$ cat config.mk
export PLATFORM = sky130hd
export DESIGN_NAME = dscd_decoder
export DESIGN_NICKNAME = d
export VERILOG_FILES = /design/src/dscd_pkg.sv /design/src/dscd_decoder.sv
export SDC_FILE = /design/constraint.sdc
export NUM_CORES = 1
export LEC_CHECK = 0
export BUFFER_PORTS_ARGS = -buffer_cell sky130_fd_sc_hd__buf_4
export CAP_MARGIN = 10
export CORE_UTILIZATION = 55
export CTS_CLUSTER_DIAMETER = 50
export DETAILED_ROUTE_END_ITERATION = 10
export GPL_TIMING_DRIVEN = 0
export PLACE_DENSITY = 0.77
export SYNTH_ARGS = -nofsm -noshare
export SYNTH_HDL_FRONTEND = slang
export SYNTH_SLANG_ARGS = --single-unit
$ cat constraint.sdc
create_clock -name clk_sys_in -period 2.4 [get_ports clk_sys_in]
set_clock_uncertainty 0.2 [all_clocks]
set_input_delay 0.24 -clock clk_sys_in [delete_from_list [all_inputs] [get_ports clk_sys_in]]
set_output_delay 0.24 -clock clk_sys_in [all_outputs]
set_load 0.01 [all_outputs]
$ cat src/dscd_pkg.sv
`default_nettype none
package dscd_pkg;
	// Command opcodes.
	localparam logic [7:0] OP_SCAN_NORMAL = 8'hc0;
	localparam logic [7:0] OP_SCAN_REMAP = 8'hc8;
	localparam logic [7:0] OP_OFFSET = 8'hd3;
	localparam logic [7:0] OP_SOFT_RESET = 8'he2;
	localparam logic [7:0] OP_NO_OPERATION = 8'he3;
	localparam logic [7:0] OP_BIAS = 8'he9;
	localparam logic [7:0] OP_OSC = 8'hf6;
	localparam logic [7:0] OP_CLK_OUT = 8'hfe;
	localparam logic [7:0] OP_REFRESH = 8'h31;
	// Parameter codes.
	localparam logic [7:0] PAR_BIAS_ON = 8'h84;
	localparam logic [7:0] PAR_BIAS_OFF = 8'h04;
	localparam logic [7:0] PAR_OSC_ON = 8'h40;
	localparam logic [7:0] PAR_OSC_OFF = 8'h00;
	localparam logic [7:0] PAR_CLK_ON = 8'h80;
	localparam logic [7:0] PAR_CLK_OFF = 8'h00;
	// Field widths and reset values.
	localparam int OFFSET_W = 6;
	localparam logic [5:0] OFFSET_RST = 6'h00;
	localparam logic SCAN_RST = 1'b0;
	localparam logic BIAS_RST = 1'b0;
	localparam logic OSC_RST = 1'b0;
	localparam logic CLK_RST = 1'b0;
	// Timing of the display oscillator.
	localparam int SYS_CLK_HZ = 50000000;
	localparam int OSC_KHZ = 200;
	localparam int OSC_HALF_CYC = SYS_CLK_HZ / (OSC_KHZ * 1000 * 2);
	// Decoder states.
	typedef enum logic [2:0] {
		DSCD_IDLE, DSCD_OFFSET, DSCD_RESET2, DSCD_BIAS, DSCD_OSC, DSCD_CLK
	} dscd_state_e;
endpackage
`default_nettype wire

$ cat src/dscd_decoder.sv
// Function
// Two opcodes select common scan direction.
// C0h normal order, C8h reversed order.
// Scan direction applied at next refresh.
// Host issues refresh after changing settings.
// Offset opcode takes one data byte.
// Offset maps start line onto a common.
// Offset N shifts image toward COM0.
// Six-bit offset wraps modulo 64.
// E2h then E3h resets; E3h alone nothing.
// E9h with 84h/04h switches bias ladder.
// F6h with 40h/00h starts/stops oscillator.
// FEh with 80h/00h gates clock, sync outputs.
// Oscillator clocks timing at 200 kHz.
// Unknown parameter codes are ignored.
`default_nettype none
module dscd_decoder (
	// Clock and reset.
	input wire logic clk_sys_in,
	input wire logic rst_in,
	// Command byte strobe from the host interface, same clock domain.
	input wire logic cmd_valid_in,
	input wire logic [7:0] cmd_byte_in,
	// Applied display settings.
	output logic scan_remap_out,
	output logic [5:0] offset_out,
	output logic refresh_out,
	// Analog and clock controls.
	output logic bias_en_out,
	output logic osc_en_out,
	output logic clock_mode_out,
	output logic osc_tick_out,
	output logic clock_out_pin,
	output logic sync_out_m,
	output logic sync_out_c,
	output logic sync_out_d
);
	// Decoder state.
	dscd_pkg::dscd_state_e state_reg, state_next;
	// Scan direction written by the host and the one applied to the panel.
	logic scan_pend_reg, scan_pend_next;
	logic scan_reg, scan_next;
	// Offset field.
	logic [5:0] offset_reg, offset_next;
	// One-cycle refresh pulse.
	logic refresh_reg, refresh_next;
	// Enables.
	logic bias_reg, bias_next;
	logic osc_reg, osc_next;
	logic clk_reg, clk_next;
	// Oscillator divider and its output level.
	logic [15:0] div_reg, div_next;
	logic osc_lvl_reg, osc_lvl_next;
	logic tick_reg, tick_next;
	logic sync_m_reg, sync_m_next;
	logic sync_c_reg, sync_c_next;
	logic sync_d_reg, sync_d_next;
	logic clk_pin_reg, clk_pin_next;

	// Command decoding: next state and settings.
	always_comb begin
		state_next = state_reg;
		scan_pend_next = scan_pend_reg;
		scan_next = scan_reg;
		offset_next = offset_reg;
		refresh_next = 1'b0;
		bias_next = bias_reg;
		osc_next = osc_reg;
		clk_next = clk_reg;
		if (cmd_valid_in) begin
			case (state_reg)
				dscd_pkg::DSCD_OFFSET: begin
					// The byte is data, never an opcode.
					offset_next = cmd_byte_in[dscd_pkg::OFFSET_W-1:0];
					state_next = dscd_pkg::DSCD_IDLE;
				end
				dscd_pkg::DSCD_RESET2: begin
					if (cmd_byte_in == dscd_pkg::OP_NO_OPERATION) begin
						// Full return to the initial state.
						scan_pend_next = dscd_pkg::SCAN_RST;
						scan_next = dscd_pkg::SCAN_RST;
						offset_next = dscd_pkg::OFFSET_RST;
						bias_next = dscd_pkg::BIAS_RST;
						osc_next = dscd_pkg::OSC_RST;
						clk_next = dscd_pkg::CLK_RST;
						state_next = dscd_pkg::DSCD_IDLE;
					end else if (cmd_byte_in == dscd_pkg::OP_SOFT_RESET) begin
						// A repeated first byte keeps the sequence armed.
						state_next = dscd_pkg::DSCD_RESET2;
					end else begin
						// Any other byte breaks the sequence and runs as a fresh opcode.
						state_next = dscd_pkg::DSCD_IDLE;
						if (cmd_byte_in == dscd_pkg::OP_SCAN_NORMAL) begin
							scan_pend_next = 1'b0;
						end else if (cmd_byte_in == dscd_pkg::OP_SCAN_REMAP) begin
							scan_pend_next = 1'b1;
						end else if (cmd_byte_in == dscd_pkg::OP_REFRESH) begin
							scan_next = scan_pend_reg;
							refresh_next = 1'b1;
						end else if (cmd_byte_in == dscd_pkg::OP_OFFSET) begin
							state_next = dscd_pkg::DSCD_OFFSET;
						end else if (cmd_byte_in == dscd_pkg::OP_BIAS) begin
							state_next = dscd_pkg::DSCD_BIAS;
						end else if (cmd_byte_in == dscd_pkg::OP_OSC) begin
							state_next = dscd_pkg::DSCD_OSC;
						end else if (cmd_byte_in == dscd_pkg::OP_CLK_OUT) begin
							state_next = dscd_pkg::DSCD_CLK;
						end
					end
				end
				dscd_pkg::DSCD_BIAS: begin
					// Only the two documented codes act.
					if (cmd_byte_in == dscd_pkg::PAR_BIAS_ON) begin
						bias_next = 1'b1;
					end else if (cmd_byte_in == dscd_pkg::PAR_BIAS_OFF) begin
						bias_next = 1'b0;
					end
					state_next = dscd_pkg::DSCD_IDLE;
				end
				dscd_pkg::DSCD_OSC: begin
					if (cmd_byte_in == dscd_pkg::PAR_OSC_ON) begin
						osc_next = 1'b1;
					end else if (cmd_byte_in == dscd_pkg::PAR_OSC_OFF) begin
						osc_next = 1'b0;
					end
					state_next = dscd_pkg::DSCD_IDLE;
				end
				dscd_pkg::DSCD_CLK: begin
					if (cmd_byte_in == dscd_pkg::PAR_CLK_ON) begin
						clk_next = 1'b1;
					end else if (cmd_byte_in == dscd_pkg::PAR_CLK_OFF) begin
						clk_next = 1'b0;
					end
					state_next = dscd_pkg::DSCD_IDLE;
				end
				default: begin
					// Idle: byte is an opcode.
					if (cmd_byte_in == dscd_pkg::OP_SCAN_NORMAL) begin
						scan_pend_next = 1'b0;
					end else if (cmd_byte_in == dscd_pkg::OP_SCAN_REMAP) begin
						scan_pend_next = 1'b1;
					end else if (cmd_byte_in == dscd_pkg::OP_REFRESH) begin
						// Pending direction reaches the panel only on a refresh opcode, here or in DSCD_RESET2.
						scan_next = scan_pend_reg;
						refresh_next = 1'b1;
					end else if (cmd_byte_in == dscd_pkg::OP_OFFSET) begin
						state_next = dscd_pkg::DSCD_OFFSET;
					end else if (cmd_byte_in == dscd_pkg::OP_SOFT_RESET) begin
						state_next = dscd_pkg::DSCD_RESET2;
					end else if (cmd_byte_in == dscd_pkg::OP_BIAS) begin
						state_next = dscd_pkg::DSCD_BIAS;
					end else if (cmd_byte_in == dscd_pkg::OP_OSC) begin
						state_next = dscd_pkg::DSCD_OSC;
					end else if (cmd_byte_in == dscd_pkg::OP_CLK_OUT) begin
						state_next = dscd_pkg::DSCD_CLK;
					end
					// No-operation and unknown opcodes leave everything as is.
				end
			endcase
		end
	end

	// Oscillator divider and clock/sync outputs.
	always_comb begin
		div_next = div_reg;
		osc_lvl_next = osc_lvl_reg;
		tick_next = 1'b0;
		if (!osc_reg) begin
			div_next = 16'h0000;
			osc_lvl_next = 1'b0;
		end else if (div_reg == 16'(dscd_pkg::OSC_HALF_CYC - 1)) begin
			// Half period reached: toggle the 200 kHz level.
			div_next = 16'h0000;
			osc_lvl_next = !osc_lvl_reg;
			tick_next = !osc_lvl_reg;
		end else begin
			div_next = div_reg + 16'h0001;
		end
		// Outputs stay low unless clock mode is on.
		clk_pin_next = clk_reg & osc_lvl_next;
		sync_m_next = clk_reg & osc_reg;
		sync_c_next = clk_reg & refresh_next;
		sync_d_next = clk_reg & tick_next;
	end

	// State registers.
	always_ff @(posedge clk_sys_in or posedge rst_in) begin
		if (rst_in) begin
			state_reg <= dscd_pkg::DSCD_IDLE;
			scan_pend_reg <= dscd_pkg::SCAN_RST;
			scan_reg <= dscd_pkg::SCAN_RST;
			offset_reg <= dscd_pkg::OFFSET_RST;
			refresh_reg <= 1'b0;
			bias_reg <= dscd_pkg::BIAS_RST;
			osc_reg <= dscd_pkg::OSC_RST;
			clk_reg <= dscd_pkg::CLK_RST;
			div_reg <= 16'h0000;
			osc_lvl_reg <= 1'b0;
			tick_reg <= 1'b0;
			clk_pin_reg <= 1'b0;
			sync_m_reg <= 1'b0;
			sync_c_reg <= 1'b0;
			sync_d_reg <= 1'b0;
		end else begin
			state_reg <= state_next;
			scan_pend_reg <= scan_pend_next;
			scan_reg <= scan_next;
			offset_reg <= offset_next;
			refresh_reg <= refresh_next;
			bias_reg <= bias_next;
			osc_reg <= osc_next;
			clk_reg <= clk_next;
			div_reg <= div_next;
			osc_lvl_reg <= osc_lvl_next;
			tick_reg <= tick_next;
			clk_pin_reg <= clk_pin_next;
			sync_m_reg <= sync_m_next;
			sync_c_reg <= sync_c_next;
			sync_d_reg <= sync_d_next;
		end
	end

	// Outputs come straight from flip-flops.
	assign scan_remap_out = scan_reg;
	assign offset_out = offset_reg;
	assign refresh_out = refresh_reg;
	assign bias_en_out = bias_reg;
	assign osc_en_out = osc_reg;
	assign clock_mode_out = clk_reg;
	assign osc_tick_out = tick_reg;
	assign clock_out_pin = clk_pin_reg;
	assign sync_out_m = sync_m_reg;
	assign sync_out_c = sync_c_reg;
	assign sync_out_d = sync_d_reg;
endmodule
`default_nettype wire

==> impl_metrics.py <==
metrics = {
    "worst_setup_path": {
        "cp.required_ps": 2440,
        "rrSetupSlack_ps": 110,
        "r2r-end": "state_reg[2]",
        "rr_worst_depth": 6,
        "arrival_ps": 2330,
        "r2r_start": "state_reg[0]",
        "endpoint_kind": "flip-flop",
        "crit_path_start_kind": "flip-flop",
        "crit_type": "reg2reg",
        "cp_max_fo": 9,
    },
    "logic_synthesis": {
        "synth_edf_count": 0,
        "synth_nets": 226,
        "synth.distinct_cells": 44,
        "synth_top_cell_area_share_pct": 45.8,
        "synth_seq_cells": 37,
        "synth.most_common_cell": "dfrtp_1",
        "synth_common_cells": "37 x dfrtp_1, 18 x nor2_1, 16 x nand2_1",
        "yosysSeqAreaShare_pct": 45.8,
        "synthArstFlopShare_pct": 100,
        "synthFlopType": "dfrtp_1",
        "synth_top_cell_by_area": "dfrtp_1",
        "ys_warn_count": 0,
        "synthTopCellsByArea": "dfrtp_1 46%, xor2_1 3.9%, o21ai_0 3.5%, nor2_1 3.3%, and3_1 3.1%",
        "syn_avg_cell_area_um2": 9.54,
        "syn_inst": 212,
        "syn-cell-area_um2": 2020,
    },
    "grt": {
        "grt_util_all_layers_pct": 23.1,
        "antenna_found_initial": 0,
        "grt_overflow": 0,
        "grtUsageMet1_pct": 27.5,
        "gr-usage-met2_pct": 39.5,
        "busiest_layer": "met2",
        "met3_usage_pct": 5.29,
        "grt_pass1_wl_um": 7020,
        "grt_max_degree": 22,
        "first_global_vias": 1616,
    },
    "detailed_routing": {
        "via_per_inst": 5.61,
        "first_pass_iters": 4,
        "dr.first_iter.drc_count": 48,
        "via_count": 1666,
        "wl_per_cell_um": 13.3,
        "routed_wl_um": 3950,
        "drc_errors": 0,
        "ant_nets": 0,
    },
    "placed_design": {
        "place_inst": 283,
        "port_buffers": 24,
        "dp_hpwl_um": 2960,
        "place_area_um2": 2290,
        "place.gp.congestion": 0.909,
    },
    "timing": {
        "report.final.setup_viol": 0,
        "clock.fmax_mhz": 437,
        "slew_violations": 0,
        "hold_violations": 0,
        "rsz0062_at_grt": "false",
        "whs_ps": 19.5,
        "tightest_slew_ps": 735,
        "period_minus_slack_ps": 2290,
        "fin_setup_tns_ps": 0,
        "slew_headroom_pct": 51.0,
        "post-route-period-util_pct": 95.3,
    },
    "clocking": {
        "h-tree-depth": 2,
        "clock-root-buffer": "clkbuf_4",
        "clock-sinks": 37,
        "clkSlewWorstSetupHoldPaths_ps": 100,
        "post_cts_buffers": 0,
        "cts_max_path_buffers": 2,
        "cts_tree": "built",
        "clkLatencyLatePin_ps": 340,
        "cts_buffers": 5,
    },
    "job": {
        "drv_cap": 0,
    },
    "power_and_ir_drop": {
        "peakVddDrop_mv": 0.614,
        "p_leak_nw": 1.13,
        "p_per_area_nw_per_um2": 604,
    },
    "floorplanning": {
        "die_h_um": 62.6,
        "design.die.area_um2": 3920,
        "pin_count": 27,
        "num_rows": 21,
        "coreArea_um2": 3420,
        "die_w_um": 62.6,
        "start_util_pct": 59.2,
    },
    "final_layout": {
        "fin_cells": 297,
        "largest_reg_flops": 16,
        "final_core_util_pct": 70.8,
        "syn_to_final_growth_pct": 19.7,
        "stdcell_area_um2": 2420,
        "nets": 264,
        "n_antenna_cell": 0,
        "final.fill_count": 277,
        "drive_gt1_share_pct": 16.7,
    },
    "run_status": {
        "status": "finished, final reports clean",
    },
    "min_path": {
        "hold_end": "offset_out[4]",
        "worstHoldPathCells": 3,
        "hp-class": "in2reg",
        "worstHoldStart": "cmd_byte_in[4]",
    },
}
## through the flow
step	worst slack (ps)	total power, W
after floorplan	318	0.000954
after global placement	110	0.00109
after detailed placement	108	0.00111
after CTS	67.1	0.00148
after global routing	35.9	0.00155
final	112	0.00146
## timing repair
item	4_1_cts	5_1_grt
gates resized for setup	0	1
hold endpoints to repair	22	0
hold buffers	6	0
endpoints found under the setup margin	0	6
## area by class of cell
type / instances / area (um^2) / area share [%]
Buffer: 7 / 36.3 / 1.50
Clock buffer: 7 / 65.1 / 2.69
Clock inverter: 1 / 5.00 / 0.207
Inverter: 14 / 52.6 / 2.17
Multi-Input combinational cell: 154 / 1010 / 41.7
Sequential cell: 37 / 926 / 38.3
Tap cell: 46 / 57.6 / 2.38
Timing Repair Buffer: 31 / 268 / 11.1
## placed cells by master (no fill, tap or decap), types with 3 or more instances in the layout
| cell | count |
|---|---|
| nand2_1 | 16 |
| inv_1 | 14 |
| xor2_1 | 9 |
| and3_1 | 10 |
| dlygate4sd3_1 | 6 |
| dfrtp_1 | 37 |
| a31oi_1 | 3 |
| nand3_1 | 7 |
| a21oi_1 | 4 |
| or3_1 | 3 |
| nor2b_1 | 6 |
| clkbuf_1 | 4 |
| nor3b_1 | 3 |
| nand4_1 | 10 |
| nor2_1 | 18 |
| ha_1 | 3 |
| o21ai_0 | 14 |
| clkbuf_4 | 5 |
| mux2i_1 | 6 |
| buf_4 | 24 |
| and2_1 | 6 |
## how the worst max path moves through the flow
stage	startpoint	endpoint	slack, ps	depth (start not counted)
finish	state_reg[0]	state_reg[2]	110	6
global route	cmd_byte_in[5]	state_reg[0]	40	7
CTS	cmd_byte_in[5]	offset_out[4]	70	8
detailed placement	cmd_byte_in[3]	offset_out[4]	110	7
global placement	cmd_byte_in[3]	offset_out[1]	110	7
floorplan	state_reg[0]	state_reg[2]	320	6
## power breakdown
| part | switching (W) | internal [W] | total (W) |
|---|---|---|---|
| logic | 0.000180 | 0.000188 | 0.000368 |
| clock network | 0.000194 | 0.000170 | 0.000364 |
| registers | 0.0000447 | 0.000686 | 0.000730 |
| total | 0.000419 | 0.00104 | 0.00146 |
## critical path, stage by stage (launching register included)
cell,delay (ps)
dfrtp_1,460
or3b_1,390
buf_6,150
a31oi_4,140
or3b_1,400
or2_1,220
a41oi_1,240
## cell families after synthesis
| kind of cell | share of synthesized area, % |
|---|---|
| AOI/OAI and AO/OA | 10.8 |
| xor gates and xnor gates | 4.77 |
| adders and majority gates | 1.86 |
| buffers and inverters | 4.39 |
| DFF | 45.8 |
| muxes | 4.08 |
| and+or+nand+nor | 28.3 |
## per-layer routing
metal	wire [um]	part of all wire [%]
met5	0	0
met4	69	1.7
met3	168	4.3
met2	1990	50
met1	1720	44
No activity file was read; power rests on OpenSTA's default activity.
